**src/design/mdu_pkg.sv**
```systemverilog
// Package of constants and types for the multiply/divide coprocessor
package mdu_pkg;

  localparam int MDU_DATA_W   = 16;
  localparam int MDU_RES_W    = 32;
  localparam int MDU_MODE_W   = 7;

  // Mode register field layout
  localparam int MDU_OP_LSB   = 0;
  localparam int MDU_OP_MSB   = 3;
  localparam int MDU_OUT_LSB  = 4;
  localparam int MDU_OUT_MSB  = 6;

  localparam logic [6:0]  MDU_MODE_RESET = 7'h03;
  localparam logic [31:0] MDU_RES_RESET  = 32'h0000_0000;

  // Output mode codes
  localparam logic [2:0] MDU_OUT_LOW  = 3'h0;
  localparam logic [2:0] MDU_OUT_HIGH = 3'h1;

  // Operation mode codes
  localparam logic [3:0] MDU_OP_CLEAR   = 4'h0;
  localparam logic [3:0] MDU_OP_LOAD16  = 4'h1;
  localparam logic [3:0] MDU_OP_LOAD32  = 4'h2;
  localparam logic [3:0] MDU_OP_READ    = 4'h3;
  localparam logic [3:0] MDU_OP_UMUL    = 4'h4;
  localparam logic [3:0] MDU_OP_SMUL    = 4'h5;
  localparam logic [3:0] MDU_OP_SMAC    = 4'h7;
  localparam logic [3:0] MDU_OP_UDIV    = 4'h8;
  localparam logic [3:0] MDU_OP_SDIV    = 4'h9;

  // Divider timing: one setup, sixteen steps, one fixup cycle
  localparam int MDU_DIV_STEPS = 16;

  // Flag positions within the flags field of mdu_answer_t
  localparam int MDU_FLAG_C = 3;
  localparam int MDU_FLAG_V = 2;
  localparam int MDU_FLAG_Z = 1;
  localparam int MDU_FLAG_N = 0;
  localparam logic [3:0] MDU_FLAGS_NONE = 4'h0;

  // Operand transfer from the CPU
  typedef struct packed {
    logic [15:0] first;
    logic [15:0] second;
  } mdu_operands_t;

  // Answer to the CPU
  typedef struct packed {
    logic [15:0] data;
    logic [3:0]  flags;
  } mdu_answer_t;

endpackage : mdu_pkg

```
**src/design/mdu_divider.sv**
```systemverilog
// Sequential restoring divider, signed or unsigned, 16 by 16 bits
`timescale 1ns/1ps
module mdu_divider
  import mdu_pkg::*;
#(
  parameter int W = MDU_DATA_W
)(
  input  wire logic         mclk_i,
  input  wire logic         rst_n_i,
  input  wire logic         start_i,
  input  wire logic         signed_i,
  input  wire logic [W-1:0] dividend_i,
  input  wire logic [W-1:0] divisor_i,
  output logic              done_o,
  output logic [W-1:0]      quotient_o,
  output logic [W-1:0]      remainder_o
);

  typedef enum logic [1:0] {MDU_DV_IDLE, MDU_DV_STEP, MDU_DV_FIX} mdu_dv_state_t;

  mdu_dv_state_t state;
  mdu_dv_state_t next_state;
  logic [W-1:0]  quo;
  logic [W-1:0]  next_quo;
  logic [W:0]    rem;
  logic [W:0]    next_rem;
  logic [W-1:0]  dsr;
  logic [W-1:0]  next_dsr;
  logic [4:0]    cnt;
  logic [4:0]    next_cnt;
  logic          neg_q;
  logic          next_neg_q;
  logic          neg_r;
  logic          next_neg_r;
  logic [W-1:0]  q_out;
  logic [W-1:0]  next_q_out;
  logic [W-1:0]  r_out;
  logic [W-1:0]  next_r_out;
  logic          done;
  logic          next_done;

  function automatic logic [W-1:0] mdu_abs(input logic [W-1:0] v, input logic s);
    mdu_abs = (s && v[W-1]) ? W'(-v) : v;
  endfunction : mdu_abs

  always_comb
  begin
    logic [W:0] trial;
    trial      = '0;
    next_state = state;
    next_quo   = quo;
    next_rem   = rem;
    next_dsr   = dsr;
    next_cnt   = cnt;
    next_neg_q = neg_q;
    next_neg_r = neg_r;
    next_q_out = q_out;
    next_r_out = r_out;
    next_done  = 1'b0;
    case (state)
      MDU_DV_IDLE:
      begin
        if (start_i)
        begin
          next_quo   = mdu_abs(dividend_i, signed_i);
          next_dsr   = mdu_abs(divisor_i, signed_i);
          next_rem   = '0;
          next_cnt   = '0;
          next_neg_q = signed_i && (dividend_i[W-1] ^ divisor_i[W-1]);
          next_neg_r = signed_i && dividend_i[W-1];
          next_state = MDU_DV_STEP;
        end
      end
      MDU_DV_STEP:
      begin
        trial = {rem[W-1:0], quo[W-1]} - {1'b0, dsr};
        if (!trial[W])
        begin
          next_rem = trial;
          next_quo = {quo[W-2:0], 1'b1};
        end
        else
        begin
          next_rem = {rem[W-1:0], quo[W-1]};
          next_quo = {quo[W-2:0], 1'b0};
        end
        next_cnt = cnt + 5'h01;
        if (cnt == 5'(MDU_DIV_STEPS - 1))
        begin
          next_state = MDU_DV_FIX;
        end
      end
      MDU_DV_FIX:
      begin
        next_q_out = neg_q ? W'(-quo) : quo;
        next_r_out = neg_r ? W'(-rem[W-1:0]) : rem[W-1:0];
        next_done  = 1'b1;
        next_state = MDU_DV_IDLE;
      end
      default:
      begin
        next_state = MDU_DV_IDLE;
      end
    endcase
  end

  always_ff @(posedge mclk_i)
  begin
    if (!rst_n_i)
    begin
      state <= MDU_DV_IDLE;
      quo   <= '0;
      rem   <= '0;
      dsr   <= '0;
      cnt   <= '0;
      neg_q <= 1'b0;
      neg_r <= 1'b0;
      q_out <= '0;
      r_out <= '0;
      done  <= 1'b0;
    end
    else
    begin
      state <= next_state;
      quo   <= next_quo;
      rem   <= next_rem;
      dsr   <= next_dsr;
      cnt   <= next_cnt;
      neg_q <= next_neg_q;
      neg_r <= next_neg_r;
      q_out <= next_q_out;
      r_out <= next_r_out;
      done  <= next_done;
    end
  end

  assign done_o      = done;
  assign quotient_o  = q_out;
  assign remainder_o = r_out;

endmodule : mdu_divider

```
**src/design/mdu_core.sv**
```systemverilog
// Multiply, multiply-accumulate and divide coprocessor facing the CPU core
`timescale 1ns/1ps
module mdu_core
  import mdu_pkg::*;
#(
  parameter int W = MDU_DATA_W
)(
  input  wire logic          mclk_i,
  input  wire logic          rst_n_i,
  input  wire logic          mode_wr_i,
  input  wire logic [15:0]   mode_data_i,
  input  wire logic          op_send_i,
  input  wire logic          init_send_i,
  input  wire mdu_operands_t operands_i,
  output logic               busy_o,
  output logic               ans_valid_o,
  output mdu_answer_t        answer_o,
  output logic [6:0]         mode_o
);

  typedef enum logic [1:0] {MDU_IDLE, MDU_DIV_WAIT} mdu_state_t;

  logic [MDU_MODE_W-1:0] mode_reg;
  logic [MDU_MODE_W-1:0] next_mode_reg;
  logic [MDU_RES_W-1:0]  res;
  logic [MDU_RES_W-1:0]  next_res;
  mdu_state_t            state;
  mdu_state_t            next_state;
  logic                  ans_valid;
  logic                  next_ans_valid;
  mdu_answer_t           answer;
  mdu_answer_t           next_answer;
  logic                  div_start;
  logic                  div_done;
  logic [W-1:0]          div_q;
  logic [W-1:0]          div_r;
  logic [3:0]            op_mode;
  logic [2:0]            out_mode;
  logic [31:0]           prod_u;
  logic [31:0]           prod_s;
  logic [31:0]           mac_sum;
  logic                  mac_ovf;

  // Selects the half of a result word named by the output mode
  function automatic logic [15:0] mdu_half(input logic [31:0] v, input logic [2:0] om);
    if (om == MDU_OUT_HIGH)
      mdu_half = v[31:16];
    else if (om == MDU_OUT_LOW)
      mdu_half = v[15:0];
    else
      mdu_half = 16'h0000;
  endfunction : mdu_half

  assign op_mode  = mode_reg[MDU_OP_MSB:MDU_OP_LSB];
  assign out_mode = mode_reg[MDU_OUT_MSB:MDU_OUT_LSB];

  // Products and accumulate sum
  assign prod_u  = {16'h0000, operands_i.first} * {16'h0000, operands_i.second};
  assign prod_s  = 32'($signed(operands_i.first) * $signed(operands_i.second));
  assign mac_sum = prod_s + res;
  assign mac_ovf = (prod_s[31] == res[31]) && (mac_sum[31] != res[31]);

  assign div_start = (state == MDU_IDLE) && (op_send_i || init_send_i) && !mode_wr_i
                     && ((op_mode == MDU_OP_UDIV) || (op_mode == MDU_OP_SDIV));

  mdu_divider #(
    .W (W)
  ) u_div (
    .mclk_i      (mclk_i),
    .rst_n_i     (rst_n_i),
    .start_i     (div_start),
    .signed_i    (op_mode == MDU_OP_SDIV),
    .dividend_i  (operands_i.first),
    .divisor_i   (operands_i.second),
    .done_o      (div_done),
    .quotient_o  (div_q),
    .remainder_o (div_r)
  );

  always_comb
  begin
    logic send;
    send           = (op_send_i || init_send_i) && !mode_wr_i && (state == MDU_IDLE);
    next_mode_reg  = mode_reg;
    next_res       = res;
    next_state     = state;
    next_ans_valid = 1'b0;
    next_answer    = answer;
    if (mode_wr_i && (state == MDU_IDLE))
    begin
      next_mode_reg = mode_data_i[6:0];
      if (mode_data_i[MDU_OP_MSB:MDU_OP_LSB] == MDU_OP_CLEAR)
        next_res = MDU_RES_RESET;
    end
    else if (send)
    begin
      next_ans_valid      = 1'b1;
      next_answer.flags   = MDU_FLAGS_NONE;
      case (op_mode)
        MDU_OP_LOAD16:
          next_res = {16'h0000, operands_i.second};
        MDU_OP_LOAD32:
          next_res = {operands_i.first, operands_i.second};
        MDU_OP_UMUL:
          next_res = prod_u;
        MDU_OP_SMUL:
          next_res = prod_s;
        MDU_OP_SMAC:
        begin
          next_res = mac_sum;
          next_answer.flags[MDU_FLAG_V] = mac_ovf;
        end
        MDU_OP_UDIV, MDU_OP_SDIV:
        begin
          next_ans_valid = 1'b0;
          next_state     = MDU_DIV_WAIT;
        end
        default:
          next_res = res;
      endcase
      if (next_ans_valid)
        next_answer.data = mdu_half(next_res, out_mode);
      else
        next_answer = answer;
    end
    else if ((state == MDU_DIV_WAIT) && div_done)
    begin
      next_res          = {div_r, div_q};
      next_answer.data  = mdu_half({div_r, div_q}, out_mode);
      next_answer.flags = MDU_FLAGS_NONE;
      next_ans_valid    = 1'b1;
      next_state        = MDU_IDLE;
    end
  end

  always_ff @(posedge mclk_i)
  begin
    if (!rst_n_i)
    begin
      mode_reg  <= MDU_MODE_RESET;
      res       <= MDU_RES_RESET;
      state     <= MDU_IDLE;
      ans_valid <= 1'b0;
      answer    <= '0;
    end
    else
    begin
      mode_reg  <= next_mode_reg;
      res       <= next_res;
      state     <= next_state;
      ans_valid <= next_ans_valid;
      answer    <= next_answer;
    end
  end

  // CPU stalls while a division runs
  assign busy_o      = (state == MDU_DIV_WAIT) || div_start;
  assign ans_valid_o = ans_valid;
  assign answer_o    = answer;
  assign mode_o      = mode_reg;

endmodule : mdu_core

```
**config.mk**
```make
export PLATFORM = sky130hd
export DESIGN_NAME = mdu_core
export DESIGN_NICKNAME = d
export VERILOG_FILES = /design/src/design/mdu_pkg.sv /design/src/design/mdu_divider.sv /design/src/design/mdu_core.sv
export SDC_FILE = /design/constraint.sdc
export NUM_CORES = 2
export LEC_CHECK = 0
export ABC_AREA = 1
export BUFFER_PORTS_ARGS = -buffer_cell sky130_fd_sc_hd__buf_4
export CORE_UTILIZATION = 52
export CTS_CLUSTER_SIZE = 10
export DETAILED_ROUTE_END_ITERATION = 10
export PLACE_DENSITY_LB_ADDON = 0.08
export SYNTH_ARGS = -nofsm -noshare
export SYNTH_HDL_FRONTEND = slang
export SYNTH_SLANG_ARGS = --single-unit
```
**constraint.sdc**
```tcl
create_clock -name mclk_i -period 9.6 [get_ports mclk_i]
set_input_delay 1.92 -clock mclk_i [delete_from_list [all_inputs] [get_ports mclk_i]]
set_output_delay 1.92 -clock mclk_i [all_outputs]
set_load 0.01 [all_outputs]
```
# After elaboration in Yosys (flattened, before gate mapping)
# Index checks and enable logic that the tools add are counted.
word_totals:
  regBits: 152
  latchBits: 0
  ramBits: 0
  mem_bits_ro: 0
  in_bits: 53
  elab_cells: 115
  memories: 0
classes:
  add_sub_neg: 7
  multipliers: 2
  n_div: 0
  order_cmp: 0
  n_eq_ne: 19
  shift: 0
  mux: 38
  bitwise: 3
  n_reduce_logical: 30
ops:
  columns: ["op", "n"]
  rows:
  - ["$mux 16", 12]
  - ["$pmux 32 s5", 1]
  - ["$mux 32", 4]
  - ["$mul 16x16->32", 2]
  - ["$neg 16->16", 4]
  - ["$pmux 16 s2", 2]
  - ["$mux 20", 2]
  - ["$add 32x32->32", 1]
  - ["$sub 17x16->17", 1]
  - ["$eq 4x3->1 const B", 3]
  - ["$logic_and 1x1->1", 11]
  - ["$mux 2", 5]
  - ["$pmux 5 s2", 1]
  - ["$eq 4x4->1 const B", 2]
  - ["$mux 1", 8]
  - ["$ne 2x1->1 const B", 4]
  - ["$reduce_and 2->1", 4]
  - ["$reduce_and 3->1", 2]
  - ["$add 5x1->5 const B", 1]
  - ["$eq 5x4->1 const B", 1]
  - ["$mux 5", 1]
  - ["$eq 2x1->1 const B", 2]
  - ["$eq 4x1->1 const B", 1]
  - ["$eq 4x2->1 const B", 1]
  - ["17 further kinds", 23]

# Depth between registers and ports, before layout
logic_depth:
  ltp_word: 7
  mapped_depth: 44

# Cells and area by module
# Synthesis repeated with hierarchy kept, for this count alone.
hier_totals:
  hier_cells: 3921
  hier_area_um2: 27337.5
by_module_without_submodules:
  columns: ["module", "n_inst", "cells_each", "area_each_um2", "seq_area_each_um2"]
  rows:
  - ["mdu_core", 1, 3010, 21321.7, 1161.1]
  - ["mdu_divider", 1, 911, 6015.8, 1801.7]

# Worst setup path after synthesis
# No wires, ideal clock.
synth_timing:
  path_kind: "input port to flip-flop"
  startpoint: "in operands_i[28] (netlist bit)"
  endpoint: "reg res[30]"
  arrival_ns: 8.614
  t_required_ns: 9.469
  path_slack_ns: 0.855
  stages: 35
  path_buffers: 2
  path_cell_list: "clkbuf_1 > buf_1 > nand2_1 > fa_1 > fa_1 > inv_1 > fa_1 > inv_1 > fa_1 > fa_1 > fa_1 > inv_1 > ha_1 > nand2_1 > inv_1 > a21oi_1 > nand3_2 > a21oi_1 > o21ai_0 > or2_1 > and2_1 > ha_1 > inv_1 > o21ai_0 > o21bai_1 > nor2_1 > inv_1 > a21oi_1 > nand3_1 > nand3_1 > nand4_1 > nand2_1 > nand2_1 > nand2_1 > a21oi_2"
synth_via:
  elab_chain_cells: 5
synth_lines:
  columns: ["element", "line_no", "text"]
  rows:
  - ["start: declaration", "mdu_core.sv:14", "input wire mdu_operands_t operands_i,"]
  - ["$mul 16x16->32", "mdu_core.sv:59", "assign prod_s = 32'($signed(operands_i.first) * $signed(operands_i.second));"]
  - ["$add 32x32->32", "mdu_core.sv:60", "assign mac_sum = prod_s + res;"]
  - ["$pmux 32 s5 *", "mdu_core.sv:99", "case (op_mode)"]
  - ["$mux 32 *", "mdu_core.sv:95", "else if (send)"]
  - ["$mux 32 *", "mdu_core.sv:89", "if (mode_wr_i && (state == MDU_IDLE))"]
  - ["end signal: assignment", "mdu_core.sv:149", "res <= next_res;"]
  - ["end: declaration", "mdu_core.sv:25", "logic [MDU_RES_W-1:0] res;"]
# Mark *: on every way between the ends. The rest lies on a longest branch, timed or not.
# A chain may end at the register's enable or synchronous reset.

# Final worst setup path
layout_timing:
  startpoint: "in operands_i[4] (netlist bit)"
  endpoint: "reg answer, in the netlist answer_o[18]"
layout_via:
  elab_chain_cells: 7
layout_lines:
  columns: ["element", "line_no", "text"]
  rows:
  - ["$mul 16x16->32", "mdu_core.sv:59", null]
  - ["$add 32x32->32", "mdu_core.sv:60", null]
  - ["$pmux 32 s5 *", "mdu_core.sv:99", null]
  - ["$mux 16", "mdu_core.sv:48", "else if (om == MDU_OUT_LOW)"]
  - ["$mux 16 *", "mdu_core.sv:46", "if (om == MDU_OUT_HIGH)"]
  - ["$mux 16 *", "mdu_core.sv:121", "if (next_ans_valid)"]
  - ["$mux 20 *", "mdu_core.sv:95", null]
  - ["end signal: assignment", "mdu_core.sv:152", "answer <= next_answer;"]
  - ["end: declaration", "mdu_core.sv:31", "mdu_answer_t answer;"]
# Mark *: on every way between the ends. The rest lies on a longest branch, timed or not. The select of a mux whose other input is x is not followed.

==> flow_summary_export.csv <==
group,metric,value,unit
run_status,outcome,"finished clean",
place,placed_wire_length_estimate_after_detailed_placement,76.23,mm
logic_synthesis,synthDistinctLibCells,58,
timing,final_setup_violating_endpoints,0,
die,area_of_the_placeable_core,0.05130,mm2
finish,num-nets-final,4524,
critical_path,critPathLaunchType,"input pin",
critical_path,worst-endpoint-arrival,9440,ps
critical_path,reg2reg_from,"state[0]",
place,detailed_place.area,0.02835,mm2
timing,setup_tns_final,0,ps
critical_path,critical_path_depth,34,
finish,layout.cells.most_common,"inv_1",
timing,worst_hold_slack,431.2,ps
critical_path,setup.worst_path.start,"operands_i[4]",
finish,insertedDiodeCount,0,
critical_path,critical_path.most_common_cell,"inv_1",
logic_synthesis,synth_edf_count,0,
die,floorplan.die_area,0.05279,mm2
timing,min_period_over_period,0.9456,
clock_network,clock_tree.buffer_depth,2,
critical_path,worstSetupEndpoint,"answer_o[18]",
route,remaining_drc_errors,0,
die,initial_utilization,0.5258,
clock_network,clkLatencyLatePin,450,ps
timing,max_freq,0.1102,GHz
critical_path,cp-end-kind,"flip-flop",
route,drt_pass1_iterations,6,
grt,grt_pass1_wl,141.1,mm
clock_network,cts_root_buffer,"clkbuf_16",
clock_network,tritoncts,"built",
grt,grt_max_degree,85,
finish,highest_count_cells_in_the_layout_ignoring_fill_and_taps,"inv_1 (873), nand2_1 (830), fa_1 (368), a21oi_1 (275), nor2_1 (253)",
clock_network,worst_setup_hold_path_clk_slew,60,ps
grt,grt_usage,0.3519,
timing,slew_headroom,0.4059,
finish,drive_gt1_frac,0.06039,
timing,max_slew_violation_total_from_the_final_report,0,
finish,postLayoutCellArea,0.02900,mm2
critical_path,r2r_slack,6070,ps
critical_path,cp_max_fo,18,
critical_path,criticalPathCategory,"input pin to flip-flop",
logic_synthesis,dominantRegCellSynth,"dfxtp_1",
grt,grt_pass1_vias,24350,
timing,hold_viol_final,0,
place,globalplace.congestion,1.038,
logic_synthesis,synthesis.yosys.warnings,0,
route,drt_iter0_drc,2440,
critical_path,critPathRequiredTime,9960,ps
route,drt-wirelength-per-cell,19.86,um
logic_synthesis,synthesis.instances,3869,
clock_network,hold_buffers,0,
die,die-height,229.8,um
die,chipWidth,229.8,um
logic_synthesis,post_synth.cell_area_avg,6.972,um2
critical_path,cp_top_family,"adder cells",
place,portBuffers,69,
route,detail_route.wirelength,91.12,mm
critical_path,depth_of_the_worst_register_to_register_path,11,
timing,grt_setup_unrepaired,"false",
critical_path,crit_path_top_delay_cell,"fa_1",
timing,post-route-min-period,9078,ps
logic_synthesis,syn-cell-area,0.02697,mm2
clock_network,postCtsResizedCells,0,
grt,globalRouteOverflowTotal,0,
route,routed-via-count,25160,
die,floorplan.rows,83,
flow_run,drv.max_cap_violation_count,0,
grt,initial_antenna_violation_count,1,
timing,timing_worst_slew_pin_value,889.0,ps
critical_path,worst-path-buf-inv,10,
clock_network,cts_setup_buffers,0,
critical_path,r2r-end,"answer_o[18]",
die,ios,82,
min_path,min-delay-path-class,"flip-flop to flip-flop",
clock_network,numCtsBuffers,17,
timing,finClkSkew,12.00,ps
logic_synthesis,yosys_register_bits,148,
critical_path,cp_slowest_stage_delay,610,ps
route,detail-route-antenna-nets,0,
clock_network,h-tree-depth,4,
finish,final_core_utilization,0.5653,
logic_synthesis,synth.yosys.seq_area_share,0.1098,
finish,areaGrowthSynthToFinish,7.505,%
route,vias_per_cell,5.483,
clock_network,cts.sink_count,148,
logic_synthesis,async_flop_share,0,
-- Yosys cell counts, drive strengths merged (16+ instances only) --
cell type | n | share of area
inv | 885 | 0.12
nand2 | 836 | 0.12
fa | 368 | 0.27
a21oi | 277 | 0.052
nor2 | 262 | 0.037
o21ai | 220 | 0.042
ha | 207 | 0.096
nand3 | 162 | 0.030
dfxtp | 148 | 0.11
clkbuf | 83 | 0.012
buf | 58 | 0.011
nor3 | 50 | 0.011
xor2 | 48 | 0.016
nand4 | 41 | 0.0095
a31oi | 33 | 0.0077
o211ai | 25 | 0.0070
a21o | 23 | 0.0064
or2 | 22 | 0.0051
o21bai | 17 | 0.0047
o221ai | 16 | 0.0052
-- worst min path at each step --
stage / start / endpoint / cells past startpoint
after floorplan: u_div.cnt[3] / u_div.cnt[3] / 1
after global placement: u_div.cnt[3] / u_div.cnt[3] / 1
after detailed placement: u_div.cnt[3] / u_div.cnt[3] / 1
after CTS: u_div.cnt[3] / u_div.cnt[3] / 1
after global routing: u_div.cnt[3] / u_div.cnt[3] / 1
final: u_div.cnt[3] / u_div.cnt[3] / 1
-- routing by layer --
layer / GRT usage / vias to the layer above / share of wire
met5: 0 / - / 0
met4: 0.08961 / 0 / 0.026
met3: 0.05580 / 117 / 0.084
met2: 0.5512 / 960 / 0.44
met1: 0.5058 / 12030 / 0.45
li1: - / 12050 / -
-- per-stage QoR --
| stage | setup slack [ps] | instances |
|---|---|---|
| 3_3_place_gp | 302.1 | 4557 |
| 2_1_floorplan | 855.3 | 3871 |
| 3_5_place_dp | 250.9 | 4557 |
| 4_1_cts | 661.9 | 4588 |
| 6_report | 522.3 | 4588 |
| 5_1_grt | 88.65 | 4588 |
-- sequential cells by signal (all words and copies together) (netlist names) --
signal and cells:
res 32, answer_o 17, u_div.dsr 16, u_div.quo 16, u_div.quotient_o 16, u_div.rem 16, u_div.remainder_o 16, mode_o 7
u_div.cnt 5, u_div.state 2, ans_valid_o 1, state 1, u_div.done_o 1, u_div.neg_q 1, u_div.neg_r 1
-- cell type report --
cell class / instances / area (um2)
Inverter: 888 / 3336
Clock buffer: 20 / 446.7
Fill cell: 5181 / 22300
Sequential cell: 148 / 2963
Tap cell: 680 / 850.8
Clock inverter: 11 / 201.4
Multi-Input combinational cell: 2694 / 20100
Timing Repair Buffer: 147 / 1104
-- worst reg2reg max path, stage by stage, from the launching register on --
cell      delay, ps
dfxtp_1         320
inv_2            70
o21ai_2         100
nor2_2           90
buf_4           310
inv_2           130
nand2_2         370
inv_1           160
nor3_4          700
clkinv_1        560
a311oi_1        450
a31oi_1         140
-- cell families (layout without fill, tap and decap cells) --
| group | Yosys count | in the layout | synth area share |
|---|---|---|---|
| AND/OR/NAND/NOR | 1398 | 1398 | 0.2171 |
| buffers and inverters | 1029 | 1066 | 0.1457 |
| AO/OA/AOI/OAI | 655 | 655 | 0.1373 |
| adder cells (fa/ha/maj) | 575 | 575 | 0.3691 |
| flip-flops | 148 | 148 | 0.1098 |
| XOR/XNOR | 63 | 63 | 0.02073 |
| other | 1 | 3 | 0.0001390 |
Power is left out: the tool's default activity adds up to more than one toggle a clock period on the data nets, which glitch-free logic cannot reach.
